<file path="src/dacctl_pkg.sv">
// Package: register map, field positions, reset values and carrier types for the DAC control block
package dacctl_pkg;

    // Register indices on the byte-wide port
    localparam logic [1:0] DACCTL_ADDR_DATA0 = 2'h0;
    localparam logic [1:0] DACCTL_ADDR_DATA1 = 2'h1;
    localparam logic [1:0] DACCTL_ADDR_CTRL  = 2'h2;
    localparam logic [1:0] DACCTL_ADDR_STOP  = 2'h3;

    // Control register field positions
    localparam int DACCTL_BIT_OE1 = 7;
    localparam int DACCTL_BIT_OE0 = 6;
    localparam int DACCTL_BIT_JOINT = 5;

    // Reset values
    localparam logic [7:0] DACCTL_DATA_RST     = 8'h00;
    localparam logic [2:0] DACCTL_CTRL_RST     = 3'h0;
    localparam logic [4:0] DACCTL_RSVD_VALUE   = 5'h1F;
    localparam logic       DACCTL_STOP_RST     = 1'b1;
    localparam logic [7:0] DACCTL_UNMAPPED_VAL = 8'h00;

    // Software read/write request
    typedef struct packed {
        logic       wr;
        logic       rd;
        logic [1:0] addr;
        logic [7:0] wdata;
    } dacctl_req_t;

    // Per-channel converter drive
    typedef struct packed {
        logic       convert;
        logic       drive;
        logic       restart;
        logic [7:0] code;
    } dacctl_chan_t;

endpackage

</file>
<file path="src/dacctl_top.sv">
// Top: register port, enable decode and converter drive for the two-channel DAC control block
module dacctl_top
(
    input  wire logic                    clk_sys,
    input  wire logic                    rst,
    input  wire logic [1:0]              reg_addr,
    input  wire logic [7:0]              reg_wdata,
    input  wire logic                    reg_wr,
    input  wire logic                    reg_rd,
    output logic      [7:0]              reg_rdata,
    input  wire logic                    standby,
    output dacctl_pkg::dacctl_chan_t     analog_out_ch0,
    output dacctl_pkg::dacctl_chan_t     analog_out_ch1,
    output logic                         module_stopped
);

    dacctl_pkg::dacctl_req_t req;
    logic [2:0] ctrl_q;
    logic       stop_q;
    logic [7:0] data0_q;
    logic [7:0] data1_q;
    logic       wrote0_q;
    logic       wrote1_q;
    logic [7:0] rdata_q;
    logic       ch0_oe;
    logic       ch1_oe;
    logic       joint;
    logic       conv0;
    logic       conv1;
    logic       wr_data0;
    logic       wr_data1;
    logic       wr_ctrl;
    logic       wr_stop;
    logic       access_ok;
    logic [7:0] ctrl_view;
    logic [7:0] rd_mux;

    // Conversion enable for one channel; one body for both so the joint rule cannot drift
    function automatic logic conv_enable
    (
        input logic own_oe,
        input logic other_oe,
        input logic joint_en
    );
        return own_oe || (joint_en && other_oe);
    endfunction

    // Write select for one register index; the stop register passes an open gate
    function automatic logic write_hit
    (
        input logic       wr_req,
        input logic       gate_ok,
        input logic [1:0] addr,
        input logic [1:0] index
    );
        return wr_req && gate_ok && (addr == index);
    endfunction

    // Bundle the port request
    assign req = '{wr: reg_wr, rd: reg_rd, addr: reg_addr, wdata: reg_wdata};

    // Stop register stays reachable; others gated while stopped
    assign access_ok = !stop_q;
    assign wr_data0  = write_hit(req.wr, access_ok, req.addr, dacctl_pkg::DACCTL_ADDR_DATA0);
    assign wr_data1  = write_hit(req.wr, access_ok, req.addr, dacctl_pkg::DACCTL_ADDR_DATA1);
    assign wr_ctrl   = write_hit(req.wr, access_ok, req.addr, dacctl_pkg::DACCTL_ADDR_CTRL);
    assign wr_stop   = write_hit(req.wr, 1'b1, req.addr, dacctl_pkg::DACCTL_ADDR_STOP);

    // Channel data registers
    dacctl_chan_reg u_chan0
    (
        .clk_sys (clk_sys),
        .rst     (rst),
        .wr_en   (wr_data0),
        .wdata   (req.wdata),
        .data_q  (data0_q),
        .wrote_q (wrote0_q)
    );

    dacctl_chan_reg u_chan1
    (
        .clk_sys (clk_sys),
        .rst     (rst),
        .wr_en   (wr_data1),
        .wdata   (req.wdata),
        .data_q  (data1_q),
        .wrote_q (wrote1_q)
    );

    // Control and stop registers; standby has no effect on contents
    always_ff @(posedge clk_sys)
    begin
        if (rst)
        begin
            ctrl_q <= dacctl_pkg::DACCTL_CTRL_RST;
            stop_q <= dacctl_pkg::DACCTL_STOP_RST;
        end
        else
        begin
            if (wr_ctrl)
                ctrl_q <= req.wdata[dacctl_pkg::DACCTL_BIT_OE1:dacctl_pkg::DACCTL_BIT_JOINT];
            if (wr_stop)
                stop_q <= req.wdata[0];
        end
    end

    // Enable decode from the held control bits
    assign ch1_oe = ctrl_view[dacctl_pkg::DACCTL_BIT_OE1];
    assign ch0_oe = ctrl_view[dacctl_pkg::DACCTL_BIT_OE0];
    assign joint  = ctrl_view[dacctl_pkg::DACCTL_BIT_JOINT];
    assign conv0  = conv_enable(ch0_oe, ch1_oe, joint);
    assign conv1  = conv_enable(ch1_oe, ch0_oe, joint);

    // Converter drive; output drive follows own enable only
    assign analog_out_ch0 = '{convert: conv0, drive: ch0_oe, restart: wrote0_q && conv0, code: data0_q};
    assign analog_out_ch1 = '{convert: conv1, drive: ch1_oe, restart: wrote1_q && conv1, code: data1_q};
    assign module_stopped = stop_q;

    // Read view; reserved bits fixed high
    assign ctrl_view = {ctrl_q, dacctl_pkg::DACCTL_RSVD_VALUE};
    assign rd_mux = (req.addr == dacctl_pkg::DACCTL_ADDR_STOP)  ? {7'h00, stop_q} :
                    !access_ok                                  ? dacctl_pkg::DACCTL_UNMAPPED_VAL :
                    (req.addr == dacctl_pkg::DACCTL_ADDR_DATA0) ? data0_q :
                    (req.addr == dacctl_pkg::DACCTL_ADDR_DATA1) ? data1_q :
                                                                  ctrl_view;

    // Read data stands for the one cycle after the strobe
    always_ff @(posedge clk_sys)
    begin
        if (rst)
            rdata_q <= dacctl_pkg::DACCTL_UNMAPPED_VAL;
        else if (req.rd)
            rdata_q <= rd_mux;
        else
            rdata_q <= dacctl_pkg::DACCTL_UNMAPPED_VAL;
    end
    assign reg_rdata = rdata_q;

    // Checks
    property p_data_write;
        @(posedge clk_sys) disable iff (rst)
        wr_data0 |=> (data0_q == $past(reg_wdata));
    endproperty
    a_data_write: assert property (p_data_write) else $error("data0 not updated");

    property p_drive_code;
        @(posedge clk_sys) disable iff (rst)
        analog_out_ch1.drive |-> (analog_out_ch1.code == data1_q) && analog_out_ch1.convert;
    endproperty
    a_drive_code: assert property (p_drive_code) else $error("ch1 drive without code");

    property p_oe1;
        @(posedge clk_sys) disable iff (rst)
        wr_ctrl |=> (analog_out_ch1.drive == $past(reg_wdata[7]));
    endproperty
    a_oe1: assert property (p_oe1) else $error("ch1 enable wrong");

    property p_oe0;
        @(posedge clk_sys) disable iff (rst)
        wr_ctrl |=> (analog_out_ch0.drive == $past(reg_wdata[6]));
    endproperty
    a_oe0: assert property (p_oe0) else $error("ch0 enable wrong");

    property p_indep;
        @(posedge clk_sys) disable iff (rst)
        !joint |-> (conv0 == ch0_oe) && (conv1 == ch1_oe);
    endproperty
    a_indep: assert property (p_indep) else $error("independent mode wrong");

    property p_joint;
        @(posedge clk_sys) disable iff (rst)
        (wr_ctrl && reg_wdata[5] && (reg_wdata[7] || reg_wdata[6])) |=> conv0 && conv1;
    endproperty
    a_joint: assert property (p_joint) else $error("joint conversion missing");

    property p_own_drive;
        @(posedge clk_sys) disable iff (rst)
        (conv0 && !ch0_oe) |-> !analog_out_ch0.drive;
    endproperty
    a_own_drive: assert property (p_own_drive) else $error("ch0 driven by joint");

    property p_off;
        @(posedge clk_sys) disable iff (rst)
        (wr_ctrl && reg_wdata[7:6] == 2'h0) |=> !conv0 && !conv1;
    endproperty
    a_off: assert property (p_off) else $error("conversion not disabled");

    property p_rsvd;
        @(posedge clk_sys) disable iff (rst)
        (reg_rd && access_ok && reg_addr == dacctl_pkg::DACCTL_ADDR_CTRL) |=> (reg_rdata[4:0] == 5'h1F);
    endproperty
    a_rsvd: assert property (p_rsvd) else $error("reserved bits not one");

    property p_standby;
        @(posedge clk_sys) disable iff (rst)
        (standby && !reg_wr) |=> $stable(ctrl_q) && $stable(data0_q) && $stable(data1_q);
    endproperty
    a_standby: assert property (p_standby) else $error("standby changed state");

    property p_restart;
        @(posedge clk_sys) disable iff (rst)
        (wr_data0 && ch0_oe && !wr_ctrl) |=> analog_out_ch0.restart;
    endproperty
    a_restart: assert property (p_restart) else $error("no restart on rewrite");

    property p_stopped;
        @(posedge clk_sys) disable iff (rst)
        (stop_q && reg_wr && reg_addr != dacctl_pkg::DACCTL_ADDR_STOP) |=> $stable(ctrl_q) && $stable(data0_q);
    endproperty
    a_stopped: assert property (p_stopped) else $error("write while stopped");

    // Reset clears both data registers on the following edge
    property p_reset_data;
        @(posedge clk_sys)
        rst |=> (data0_q == dacctl_pkg::DACCTL_DATA_RST) && (data1_q == dacctl_pkg::DACCTL_DATA_RST);
    endproperty
    a_reset_data: assert property (p_reset_data) else $error("data not cleared by reset");

    // Reset leaves all enables clear and the module stopped
    property p_reset_ctrl;
        @(posedge clk_sys)
        rst |=> (ctrl_q == dacctl_pkg::DACCTL_CTRL_RST) && (stop_q == dacctl_pkg::DACCTL_STOP_RST);
    endproperty
    a_reset_ctrl: assert property (p_reset_ctrl) else $error("control not cleared by reset");

    // Channel 1 data lands on the next edge
    property p_data1_write;
        @(posedge clk_sys) disable iff (rst)
        wr_data1 |=> (data1_q == $past(reg_wdata));
    endproperty
    a_data1_write: assert property (p_data1_write) else $error("data1 not updated");

    // Control write lands on the next edge
    property p_ctrl_land;
        @(posedge clk_sys) disable iff (rst)
        wr_ctrl |=> (ctrl_q == $past(reg_wdata[7:5]));
    endproperty
    a_ctrl_land: assert property (p_ctrl_land) else $error("control not updated");

    // Enabled channel 0 converts the value just written
    property p_code0;
        @(posedge clk_sys) disable iff (rst)
        (wr_data0 && ch0_oe) |=> analog_out_ch0.convert && (analog_out_ch0.code == $past(reg_wdata));
    endproperty
    a_code0: assert property (p_code0) else $error("ch0 code not presented");

    // Enabled channel 1 converts the value just written
    property p_code1;
        @(posedge clk_sys) disable iff (rst)
        (wr_data1 && ch1_oe) |=> analog_out_ch1.convert && (analog_out_ch1.code == $past(reg_wdata));
    endproperty
    a_code1: assert property (p_code1) else $error("ch1 code not presented");

    // Joint enable converts channel 1 but leaves its output undriven
    property p_ch1_joint_only;
        @(posedge clk_sys) disable iff (rst)
        (wr_ctrl && reg_wdata[5] && reg_wdata[6] && !reg_wdata[7]) |=> analog_out_ch1.convert && !analog_out_ch1.drive;
    endproperty
    a_ch1_joint_only: assert property (p_ch1_joint_only) else $error("ch1 joint drive wrong");

    // Joint enable converts channel 0 but leaves its output undriven
    property p_ch0_joint_only;
        @(posedge clk_sys) disable iff (rst)
        (wr_ctrl && reg_wdata[5] && reg_wdata[7] && !reg_wdata[6]) |=> analog_out_ch0.convert && !analog_out_ch0.drive;
    endproperty
    a_ch0_joint_only: assert property (p_ch0_joint_only) else $error("ch0 joint drive wrong");

    // Rewrite of converting channel 1 restarts it
    property p_restart1;
        @(posedge clk_sys) disable iff (rst)
        (wr_data1 && conv1) |=> analog_out_ch1.restart;
    endproperty
    a_restart1: assert property (p_restart1) else $error("no ch1 restart on rewrite");

    // Idle channel never restarts on a rewrite
    property p_idle_no_restart;
        @(posedge clk_sys) disable iff (rst)
        (wr_data1 && !conv1) |=> !analog_out_ch1.restart;
    endproperty
    a_idle_no_restart: assert property (p_idle_no_restart) else $error("idle ch1 restarted");

    // Restart only follows a data write
    property p_restart_needs_write;
        @(posedge clk_sys) disable iff (rst)
        !wr_data0 |=> !analog_out_ch0.restart;
    endproperty
    a_restart_needs_write: assert property (p_restart_needs_write) else $error("ch0 restart without write");

    // Read data are zero outside the answer cycle
    property p_rd_idle;
        @(posedge clk_sys) disable iff (rst)
        !reg_rd |=> (reg_rdata == dacctl_pkg::DACCTL_UNMAPPED_VAL);
    endproperty
    a_rd_idle: assert property (p_rd_idle) else $error("read data without strobe");

    // Gated registers read as zero while stopped
    property p_stopped_read;
        @(posedge clk_sys) disable iff (rst)
        (reg_rd && stop_q && reg_addr != dacctl_pkg::DACCTL_ADDR_STOP) |=> (reg_rdata == 8'h00);
    endproperty
    a_stopped_read: assert property (p_stopped_read) else $error("read while stopped");

    // Stop register stays readable at all times
    property p_stop_read;
        @(posedge clk_sys) disable iff (rst)
        (reg_rd && reg_addr == dacctl_pkg::DACCTL_ADDR_STOP) |=> (reg_rdata == {7'h00, $past(stop_q)});
    endproperty
    a_stop_read: assert property (p_stop_read) else $error("stop register read wrong");

    // Data 0 read returns the stored value
    property p_data0_readback;
        @(posedge clk_sys) disable iff (rst)
        (reg_rd && access_ok && reg_addr == dacctl_pkg::DACCTL_ADDR_DATA0) |=> (reg_rdata == $past(data0_q));
    endproperty
    a_data0_readback: assert property (p_data0_readback) else $error("data0 read wrong");

    // Channel 1 data ignore writes while stopped
    property p_stopped1;
        @(posedge clk_sys) disable iff (rst)
        (stop_q && reg_wr && reg_addr != dacctl_pkg::DACCTL_ADDR_STOP) |=> $stable(data1_q);
    endproperty
    a_stopped1: assert property (p_stopped1) else $error("data1 write while stopped");

    // Standby keeps conversion and drive unchanged
    property p_standby_conv;
        @(posedge clk_sys) disable iff (rst)
        (standby && !reg_wr) |=> $stable(conv0) && $stable(conv1) && $stable(ch0_oe) && $stable(ch1_oe);
    endproperty
    a_standby_conv: assert property (p_standby_conv) else $error("standby changed conversion");

endmodule

</file>
<file path="src/dacctl_chan_reg.sv">
// One channel's data register with restart pulse on rewrite
module dacctl_chan_reg
(
    input  wire logic       clk_sys,
    input  wire logic       rst,
    input  wire logic       wr_en,
    input  wire logic [7:0] wdata,
    output logic      [7:0] data_q,
    output logic            wrote_q
);

    // Data holds through standby; only reset or a write changes it
    always_ff @(posedge clk_sys)
    begin
        if (rst)
        begin
            data_q  <= dacctl_pkg::DACCTL_DATA_RST;
            wrote_q <= 1'b0;
        end
        else
        begin
            wrote_q <= wr_en;
            if (wr_en)
                data_q <= wdata;
        end
    end

endmodule

</file>
<file path="config.mk">
export PLATFORM = sky130hd
export DESIGN_NAME = dacctl_top
export DESIGN_NICKNAME = d
export VERILOG_FILES = /design/src/dacctl_pkg.sv /design/src/dacctl_top.sv /design/src/dacctl_chan_reg.sv
export SDC_FILE = /design/constraint.sdc
export NUM_CORES = 1
export LEC_CHECK = 0
export BUFFER_PORTS_ARGS = -buffer_cell sky130_fd_sc_hd__buf_2
export CORE_ASPECT_RATIO = 1.5
export CORE_MARGIN = 4
export CORE_UTILIZATION = 48
export CTS_BUF_LIST = sky130_fd_sc_hd__clkbuf_16
export DETAILED_ROUTE_END_ITERATION = 8
export PLACE_DENSITY = 0.76
export SLEW_MARGIN = 20
export SYNTH_ARGS = -nofsm -noshare
export SYNTH_HDL_FRONTEND = slang
export SYNTH_SLANG_ARGS = --single-unit
export TNS_END_PERCENT = 100
</file>
<file path="constraint.sdc">
create_clock -name clk_sys -period 1.8 [get_ports clk_sys]
set_input_delay 0 -clock clk_sys [delete_from_list [all_inputs] [get_ports clk_sys]]
set_output_delay 0 -clock clk_sys [all_outputs]
set_load 0.02 [all_outputs]
</file>
Yosys cells after proc, flatten, opt, wreduce, memory -nomap -nowiden
Index checks and enable logic that the tools add are counted.

Output and inout bits: 31. Register bits after elaboration: 30. Word-level logic and storage cells: 31. Latch bits: 0. Memories kept: 0. Memory bits (read-only): 0. Bits in writable memories: 0.

Div/mod/pow operators: 0. Multiply operators: 0. Reduce and logical (&&, ||, !) cells: 15. Muxes and demuxes: 4. Shifts and indexed selects: 0. Eq/ne operators: 3. Magnitude comparators: 0. Bitwise logic cells: 1. Add/sub/neg operators: 0.

Operators by type and width (number): 8-bit two-way mux (2); 1-bit logical AND (9); 2-bit == test (second input constant) (2); 4-bit OR reduction (1); 2-bit by 1-bit == test with 1-bit output (second input constant) (1); 2-bit logical NOT (1); 1-bit logical OR (2); 1-bit two-way mux (2); 2-bit OR reduction (1); 1-bit logical NOT (1); 1-bit NOT (1).

Depth between registers and ports, before layout
Gate-level depths: netlist (run 1).

Depth after elaboration: 5. Gate-level depth with buffers: 5.

Hierarchy
From an unflattened synthesis (run 1), not the netlist that was laid out.

Cells, all modules: 119. Area, all modules: 1239.9 µm².

Modules (own cells, without submodules): dacctl_chan_reg (area an instance 312.8 µm², cells each 28, instances 2); dacctl_top (area an instance 614.3 µm², cells each 63, instances 1).

Least setup slack after synthesis (run 1)
No wires, ideal clock.

Path type: reg2reg. Start: register stop_q (netlist: module_stopped). End: register u_chan0.data_q[1]. Path buffers: 2. Required time: 1.666 ns. Arrival: 1.304 ns. Cell stages (with the launch flop): 6. Path slack: 0.362 ns. Path through: dfxtp_1 buf_6 or4b_1 buf_6 nand2_1 a21oi_1.

Word-level cells in the longest chain between the ends: 3.

RTL lines: start, declared (line dacctl_top.sv:19) `logic stop_q;`; start signal, assigned (line dacctl_top.sv:96) `stop_q <= dacctl_pkg::DACCTL_STOP_RST;`; start signal, assigned (line dacctl_top.sv:103) `stop_q <= req.wdata[0];`; 1-bit logical NOT (line dacctl_top.sv:63) `assign access_ok = !stop_q;`; 1-bit logical AND (2 in a row) (line dacctl_top.sv:56) `return wr_req && gate_ok && (addr == index);`; end signal, assigned (line dacctl_chan_reg.sv:17) `data_q <= dacctl_pkg::DACCTL_DATA_RST;`; end signal, assigned (line dacctl_chan_reg.sv:24) `data_q <= wdata;`; end, declared (line dacctl_chan_reg.sv:8) `output logic [7:0] data_q,`.

No other way between the ends. A chain may end at the register's enable or synchronous reset.

Worst setup path after layout (run 1)
Start: register stop_q (netlist: module_stopped). End: register u_chan0.data_q[7].

The elaborated chain is that of the path after synthesis.

==> flow_summary.toml, run 1 <==
[outcome]
status = "finished clean"

[die]
core_area_mm2 = 0.00248
row_count = 22
die_y_um = 70.6
ios = 46
fp.dieArea_mm2 = 0.00351
fp.dieW_um = 49.8
start_util_pct = 50.7

[sta]
clock.fmax_ghz = 0.676
fin_skew_ps = 6.57
grt_setup_unrepaired = "false"
hold_viol_final = 0
finalMaxSlewViolations = 0
finalCritPeriodShare_pct = 82.2
worst_pin_slew_ps = 530
timing.slew.headroom_pct = 64.5
fin_crit_ps = 1480
finalSetupTns_ps = 0
finalSetupViolCount = 0
fin_ws_ps = 320

[critical_path]
required_ps = 1940
path_class = "flop to flop"
critPathLaunchType = "flop"
crit_arrival_ps = 1620
r2r_start = "module_stopped$_SDFFE_PP1P_"
cp_max_fo = 9
end_kind = "flop"
cp-startpoint = "module_stopped$_SDFFE_PP1P_"

[cells_and_area]
layout.nets = 202
areaGrowthSynthToFinish_pct = 30.3
drive_gt1_share_pct = 31.7
diodes = 0

[drt]
vias_per_cell = 5.31
drt-total-wl_mm = 2.96
wl_per_cell_um = 14.1
via_count = 1115
route.detailed.drc = 0
drt_iter0_drc = 22
drtPass1Iterations = 4
postRouteAntennaNets = 0

[placed_design]
place_congestion = 0.773
place_ws_ps = 343
port_buffers = 44
hpwl_mm = 2.04

[clock_network]
path_clk_slew_ps = 50
clock-sinks = 30
cts_tree = "yes"
cts_buffers = 5
clkLatencyLatePin_ps = 270
cts-root-buf = "clkbuf_16"
htree_num_levels = 2
postCtsResizedCells = 0
cts_buffer_depth = 2

[synth]
synth_fp_nets = 155
yosysWarnings = 0
synth_area_mm2 = 0.00125
synth_cells = 140
seq_area_frac_synth_pct = 47.9
synthDistinctLibCells = 26
ys_seq_elements = 30
syn_area_per_cell_um2 = 8.96

[hold_path]
hp-class = "input pin to flop"
hold_start = "reg_rd"

[pwr]
p_sw_w = 0.000312
combPwrFrac_pct = 5.7
seq_power_share_pct = 44.6
p_int_w = 0.00120
peakVddDrop_uv = 747
p_sw_share_pct = 20.7
leakagePower_nw = 0.735
pwr_density_cell_mw_per_mm2 = 922
p_clk_share_pct = 49.6

[job]
cap_violations = 0

[grt]
grt_max_degree = 24
grt_pass1_wl_mm = 4.95
grt_pass1_vias = 1060
grt_util_all_layers_pct = 18.5
overflow = 0
antenna_found_initial = 0
power by group through the flow:
stage	combinational [W]	clock, W	sequential (W)
5_1_grt	0.0000941	0.000780	0.000673
2_1_floorplan	0.0000403	0	0.000689
3_5_place_dp	0.0000744	0	0.000686
6_report	0.0000863	0.000749	0.000673
3_3_place_gp	0.0000728	0	0.000686
4_1_cts	0.0000864	0.000760	0.000673
cells in the final DEF (no fill, tap or decap), types with 2 or more instances in the layout:
cell	instances
clkbuf_16	5
nor2_1	12
mux2i_1	7
nand2b_1	2
dlygate4sd3_1	7
buf_4	2
a21o_1	2
nor2b_1	4
a211oi_1	4
and2_1	2
a21oi_1	17
mux2_2	3
dfxtp_1	30
nand2_1	33
buf_2	44
repair_timing:
action | in CTS | in global routing
endpoints found under the hold margin | 14 | 0
hold buffers | 7 | 0
buffers inserted | 0 | 0
worst paths after layout:
check	slack, ps	cells after the start	to
min reg2reg	460	2	u_chan0.data_q[1]$_SDFFE_PP0P_
max reg2reg	320	3	u_chan0.data_q[7]$_SDFFE_PP0P_
max	320	3	u_chan0.data_q[7]$_SDFFE_PP0P_
min	3	3	reg_rdata[0]$_SDFF_PP0_
metrics by stage:
stage          total power [W]  util, %  instance area, um2  instances  hold slack, ps
2_1_floorplan         0.000730        -                1250        140            69.1
3_3_place_gp          0.000758     58.0                1440        197             251
3_5_place_dp          0.000760     58.0                1440        197             259
4_1_cts                0.00152     66.0                1640        210            4.22
5_1_grt                0.00155     66.0                1640        210            5.49
6_report               0.00151     66.0                1640        210            3.08
synthesized netlist by cell type:
master,instances,area share [%]
nand2_1,33,9.9
dfxtp_1,30,48
a21oi_1,17,6.8
nor2_1,12,3.6
mux2i_1,7,5.6
a211oi_1,4,2.4
buf_2,4,1.6
buf_4,4,2.4
nor2b_1,4,2.0
clkbuf_1,3,0.90
mux2_2,3,2.7
a21o_1,2,1.2
and2_1,2,1.0
buf_6,2,1.8
nand2b_1,2,1.0
a211o_2,1,0.80
a31oi_1,1,0.50
and4bb_2,1,1.0
and4bb_4,1,1.3
nand3_1,1,0.40
nand4bb_1,1,0.90
nor2_2,1,0.50
nor3b_1,1,0.60
nor4b_4,1,1.9
or4b_1,1,0.80
xnor2_1,1,0.70
cell type report:
| type | count | area (um2) |
|---|---|---|
| flip-flops and latches | 30 | 601 |
| repair buffers | 53 | 305 |
| clock inverters | 1 | 3.75 |
| multi-input cells | 97 | 571 |
| fillers | 220 | 842 |
| clock buffers | 5 | 125 |
| well taps | 24 | 30.0 |
layer usage:
metal | vias to the layer above | track usage [%] | wire length, um
met5 | - | 0 | 0
met4 | 0 | 8.92 | 55
met3 | 7 | 7.79 | 185
met2 | 28 | 32.4 | 1560
met1 | 525 | 18.4 | 1160
li1 | 555 | - | -
cell families (layout without fill, tap and decap cells):
group | count (synthesis) | count (layout) | synth area share [%]
AO/OA/AOI/OAI | 25 | 25 | 11.7
XOR/XNOR | 1 | 1 | 0.698
buffers and inverters | 13 | 59 | 6.68
AND/OR/NAND/NOR | 61 | 61 | 24.8
multiplexers | 10 | 10 | 8.28
flip-flops | 30 | 30 | 47.9
registers in the layout, summed over array words and instances, names as in the netlist:
register	count
u_chan0.data_q	8
u_chan1.wrote_q	1
u_chan0.wrote_q	1
u_chan1.data_q	8
reg_rdata	8
ctrl_q	3
module_stopped	1
worst max-delay path: stages, from the launching register on:
cell	delay (ps)
dfxtp_1	370
or4b_1	760
nand2_1	140
a21oi_1	70
Note: power is estimated with default switching activity, not from simulation.
==> run 2, diff against run 1 <==
ABC_AREA = 1   (was not set)
CORE_UTILIZATION = 43   (was 48)
PLACE_DENSITY = 0.72   (was 0.76)
clock period = 1.2 ns   (was 1.8 ns; I/O delays follow)
==> flow_summary.toml, run 2 <==
[critical_path]
path_delay_family = "flip-flops"
cp-endpoint = "analog_out_ch0[8]"
cp_max_fo = 5
rr_endpoint = "u_chan0.data_q[7]$_SDFFE_PP0P_"
crit_cells = 3
slowest_delay_ps = 390
required_ps = 1200
cpMaxStageDelayCell = "dfxtp_1"
crit_arrival_ps = 1090
r2r_cells = 5
r2r_start = "module_stopped$_SDFFE_PP1P_"
cp_num_buf_inv = 2
cp_cell_sequence = "inv_1 > a21boi_0 > buf_2"
r2r_slack_ps = 130
critPathLaunchType = "flop"
path_class = "flop to output port"
cp-startpoint = "ctrl_q[1]$_SDFFE_PP0P_"
end_kind = "output port"

[cells_and_area]
nFillCells = 285
diodes = 0
areaGrowthSynthToFinish_pct = 32.8
mostFrequentLayoutCells = "nor2_1, buf_2, dfxtp_1, nand2_1"
layout.cells.non_filler = 254
layout.nets = 232
drive_gt1_share_pct = 29.0

[drt]
route.detailed.drc = 0
via_count = 1169
drtPass1Iterations = 4
drt_iter0_drc = 9
wl_per_cell_um = 11.4
postRouteAntennaNets = 0
drt-total-wl_mm = 2.89
vias_per_cell = 4.60

[synth]
synthDistinctLibCells = 20
synth.top_cells.by_count = "nor2_1, dfxtp_1, nand2_1"
synth_area_mm2 = 0.00124
synthTopCellsByArea = "dfxtp_1, nor2_1, nand2_1"
yosysWarnings = 0
synth_fp_nets = 182
synth_flop_cell = "dfxtp_1"
async_flop_share_pct = 0
syn_area_per_cell_um2 = 7.42
yosysTopAreaCell = "dfxtp_1"
synth_cells = 167
netlist.area_leader.share_pct = 48.5
synth.most_common_cell = "nor2_1"
ys_seq_elements = 30
synth_edf_count = 0
seq_area_frac_synth_pct = 48.5

[clock_network]
clkLatencyLatePin_ps = 270
cts_buffers = 5
clock-sinks = 30
cts-root-buf = "clkbuf_16"
path_clk_slew_ps = 40
postCtsResizedCells = 0
htree_num_levels = 2
cts_tree = "yes"
cts_buffer_depth = 2

[hold_path]
hp-class = "input pin to flop"

[grt]
grt_util_all_layers_pct = 17.4
antenna_found_initial = 0
grtUsageMet1_pct = 18.5
grt_pass1_vias = 1060
use_met2_pct = 30.1
busiest_layer = "met2"
gr-usage-met3_pct = 5.88
grt_pass1_wl_mm = 4.86
overflow = 0
grt_max_degree = 21

[sta]
finalSetupViolCount = 0
timing.slew.headroom_pct = 84.2
worst_pin_slew_ps = 236
fin_crit_ps = 1090
finalCritPeriodShare_pct = 90.7
clock.fmax_ghz = 0.919
finalMaxSlewViolations = 0
grt_setup_unrepaired = "false"
fin_skew_ps = 2.61
whs_ps = -3.34
finalSetupTns_ps = 0
hold_viol_final = 2

[placed_design]
hpwl_mm = 2.23
port_buffers = 44
place_congestion = 0.848
dpl.cell_count = 244

[die]
die_y_um = 73.7
fp.dieArea_mm2 = 0.00382
fp.dieW_um = 51.8
row_count = 23
ios = 46
start_util_pct = 45.8
core_area_mm2 = 0.00271

[pwr]
pwr_density_cell_mw_per_mm2 = 1400
peakVddDrop_uv = 868
p_total_w = 0.00231
leakagePower_nw = 0.835

[outcome]
violations = "negative hold slack"
status = "finished, violations left"

[job]
cap_violations = 0
-- run 2: cell count changes after synthesis, moves of 4 or more --
cell / before / now
nand2_1: 33 / 25
nand3_1: 1 / 7
o21ai_0: 0 / 17
mux2i_1: 7 / 0
buf_2: 4 / 0
nor2_1: 12 / 44
a211oi_1: 4 / 0
a21oi_1: 17 / 2
o22ai_1: 0 / 4
nor2b_1: 4 / 0
inv_1: 0 / 15
-- run 2: logic make-up (layout without fill, tap and decap cells) --
family / count (synthesis) / in the layout / synth area share [%]
AOI/OAI and AO/OA: 25 / 25 / 10.9
and+or+nand+nor: 86 / 86 / 31.1
buffers and inverters: 26 / 76 / 9.49
DFF: 30 / 30 / 48.5
-- run 2: layer usage --
| layer | vias to the layer above | wire length (um) |
|---|---|---|
| met1 | 515 | 1170 |
| met5 | - | 0 |
| met4 | 0 | 60 |
| li1 | 621 | - |
| met3 | 6 | 149 |
| met2 | 27 | 1510 |
-- run 2: worst register-to-register path: stages (launching register included) --
cell     delay [ps]
dfxtp_1         330
nor2_4          190
nand2_2         170
inv_2           180
nor2_1           60
nor2_1          100
-- run 2: what timing repair did --
action / 4_1_cts / 5_1_grt
hold endpoints to repair: 5 / 0
buffers inserted: 0 / 0
hold buffers: 3 / 0
-- run 2: worst min-delay path by stage --
stage	slack [ps]	start	cells past startpoint	to
6_report	-3	reg_wdata[1]	3	u_chan1.data_q[1]$_SDFFE_PP0P_
5_1_grt	30	reg_wr	3	module_stopped$_SDFFE_PP1P_
4_1_cts	3	reg_wr	3	module_stopped$_SDFFE_PP1P_
3_5_place_dp	220	rst	2	u_chan1.wrote_q$_SDFF_PP0_
3_3_place_gp	220	rst	2	u_chan1.wrote_q$_SDFF_PP0_
2_1_floorplan	70	rst	1	u_chan0.wrote_q$_SDFF_PP0_
-- run 2: area by class of cell --
| class | instances | area [um2] | share of cell area, % |
|---|---|---|---|
| tap | 37 | 46.3 | 2.81 |
| clock inverter | 2 | 7.51 | 0.456 |
| multi-input combinational | 111 | 520 | 31.6 |
| timing repair buffer | 50 | 273 | 16.6 |
| inverter | 19 | 72.6 | 4.41 |
| sequential | 30 | 601 | 36.5 |
| clock buffer | 5 | 125 | 7.60 |
-- run 2: through the flow --
step	setup WS (ps)	cell area (um2)	utilization (%)
after floorplan	46.6	1240	-
after global placement	128	1480	54.8
after detailed placement	119	1480	54.8
after CTS	98.4	1650	60.8
after global routing	9.80	1650	60.8
final	112	1650	60.8
-- run 2: report_power, final --
group / internal, W / switching, W / total (W)
Clock: 0.000735 / 0.000379 / 0.00111
Sequential: 0.00101 / 0.00000923 / 0.00102
Combinational: 0.0000663 / 0.000107 / 0.000174
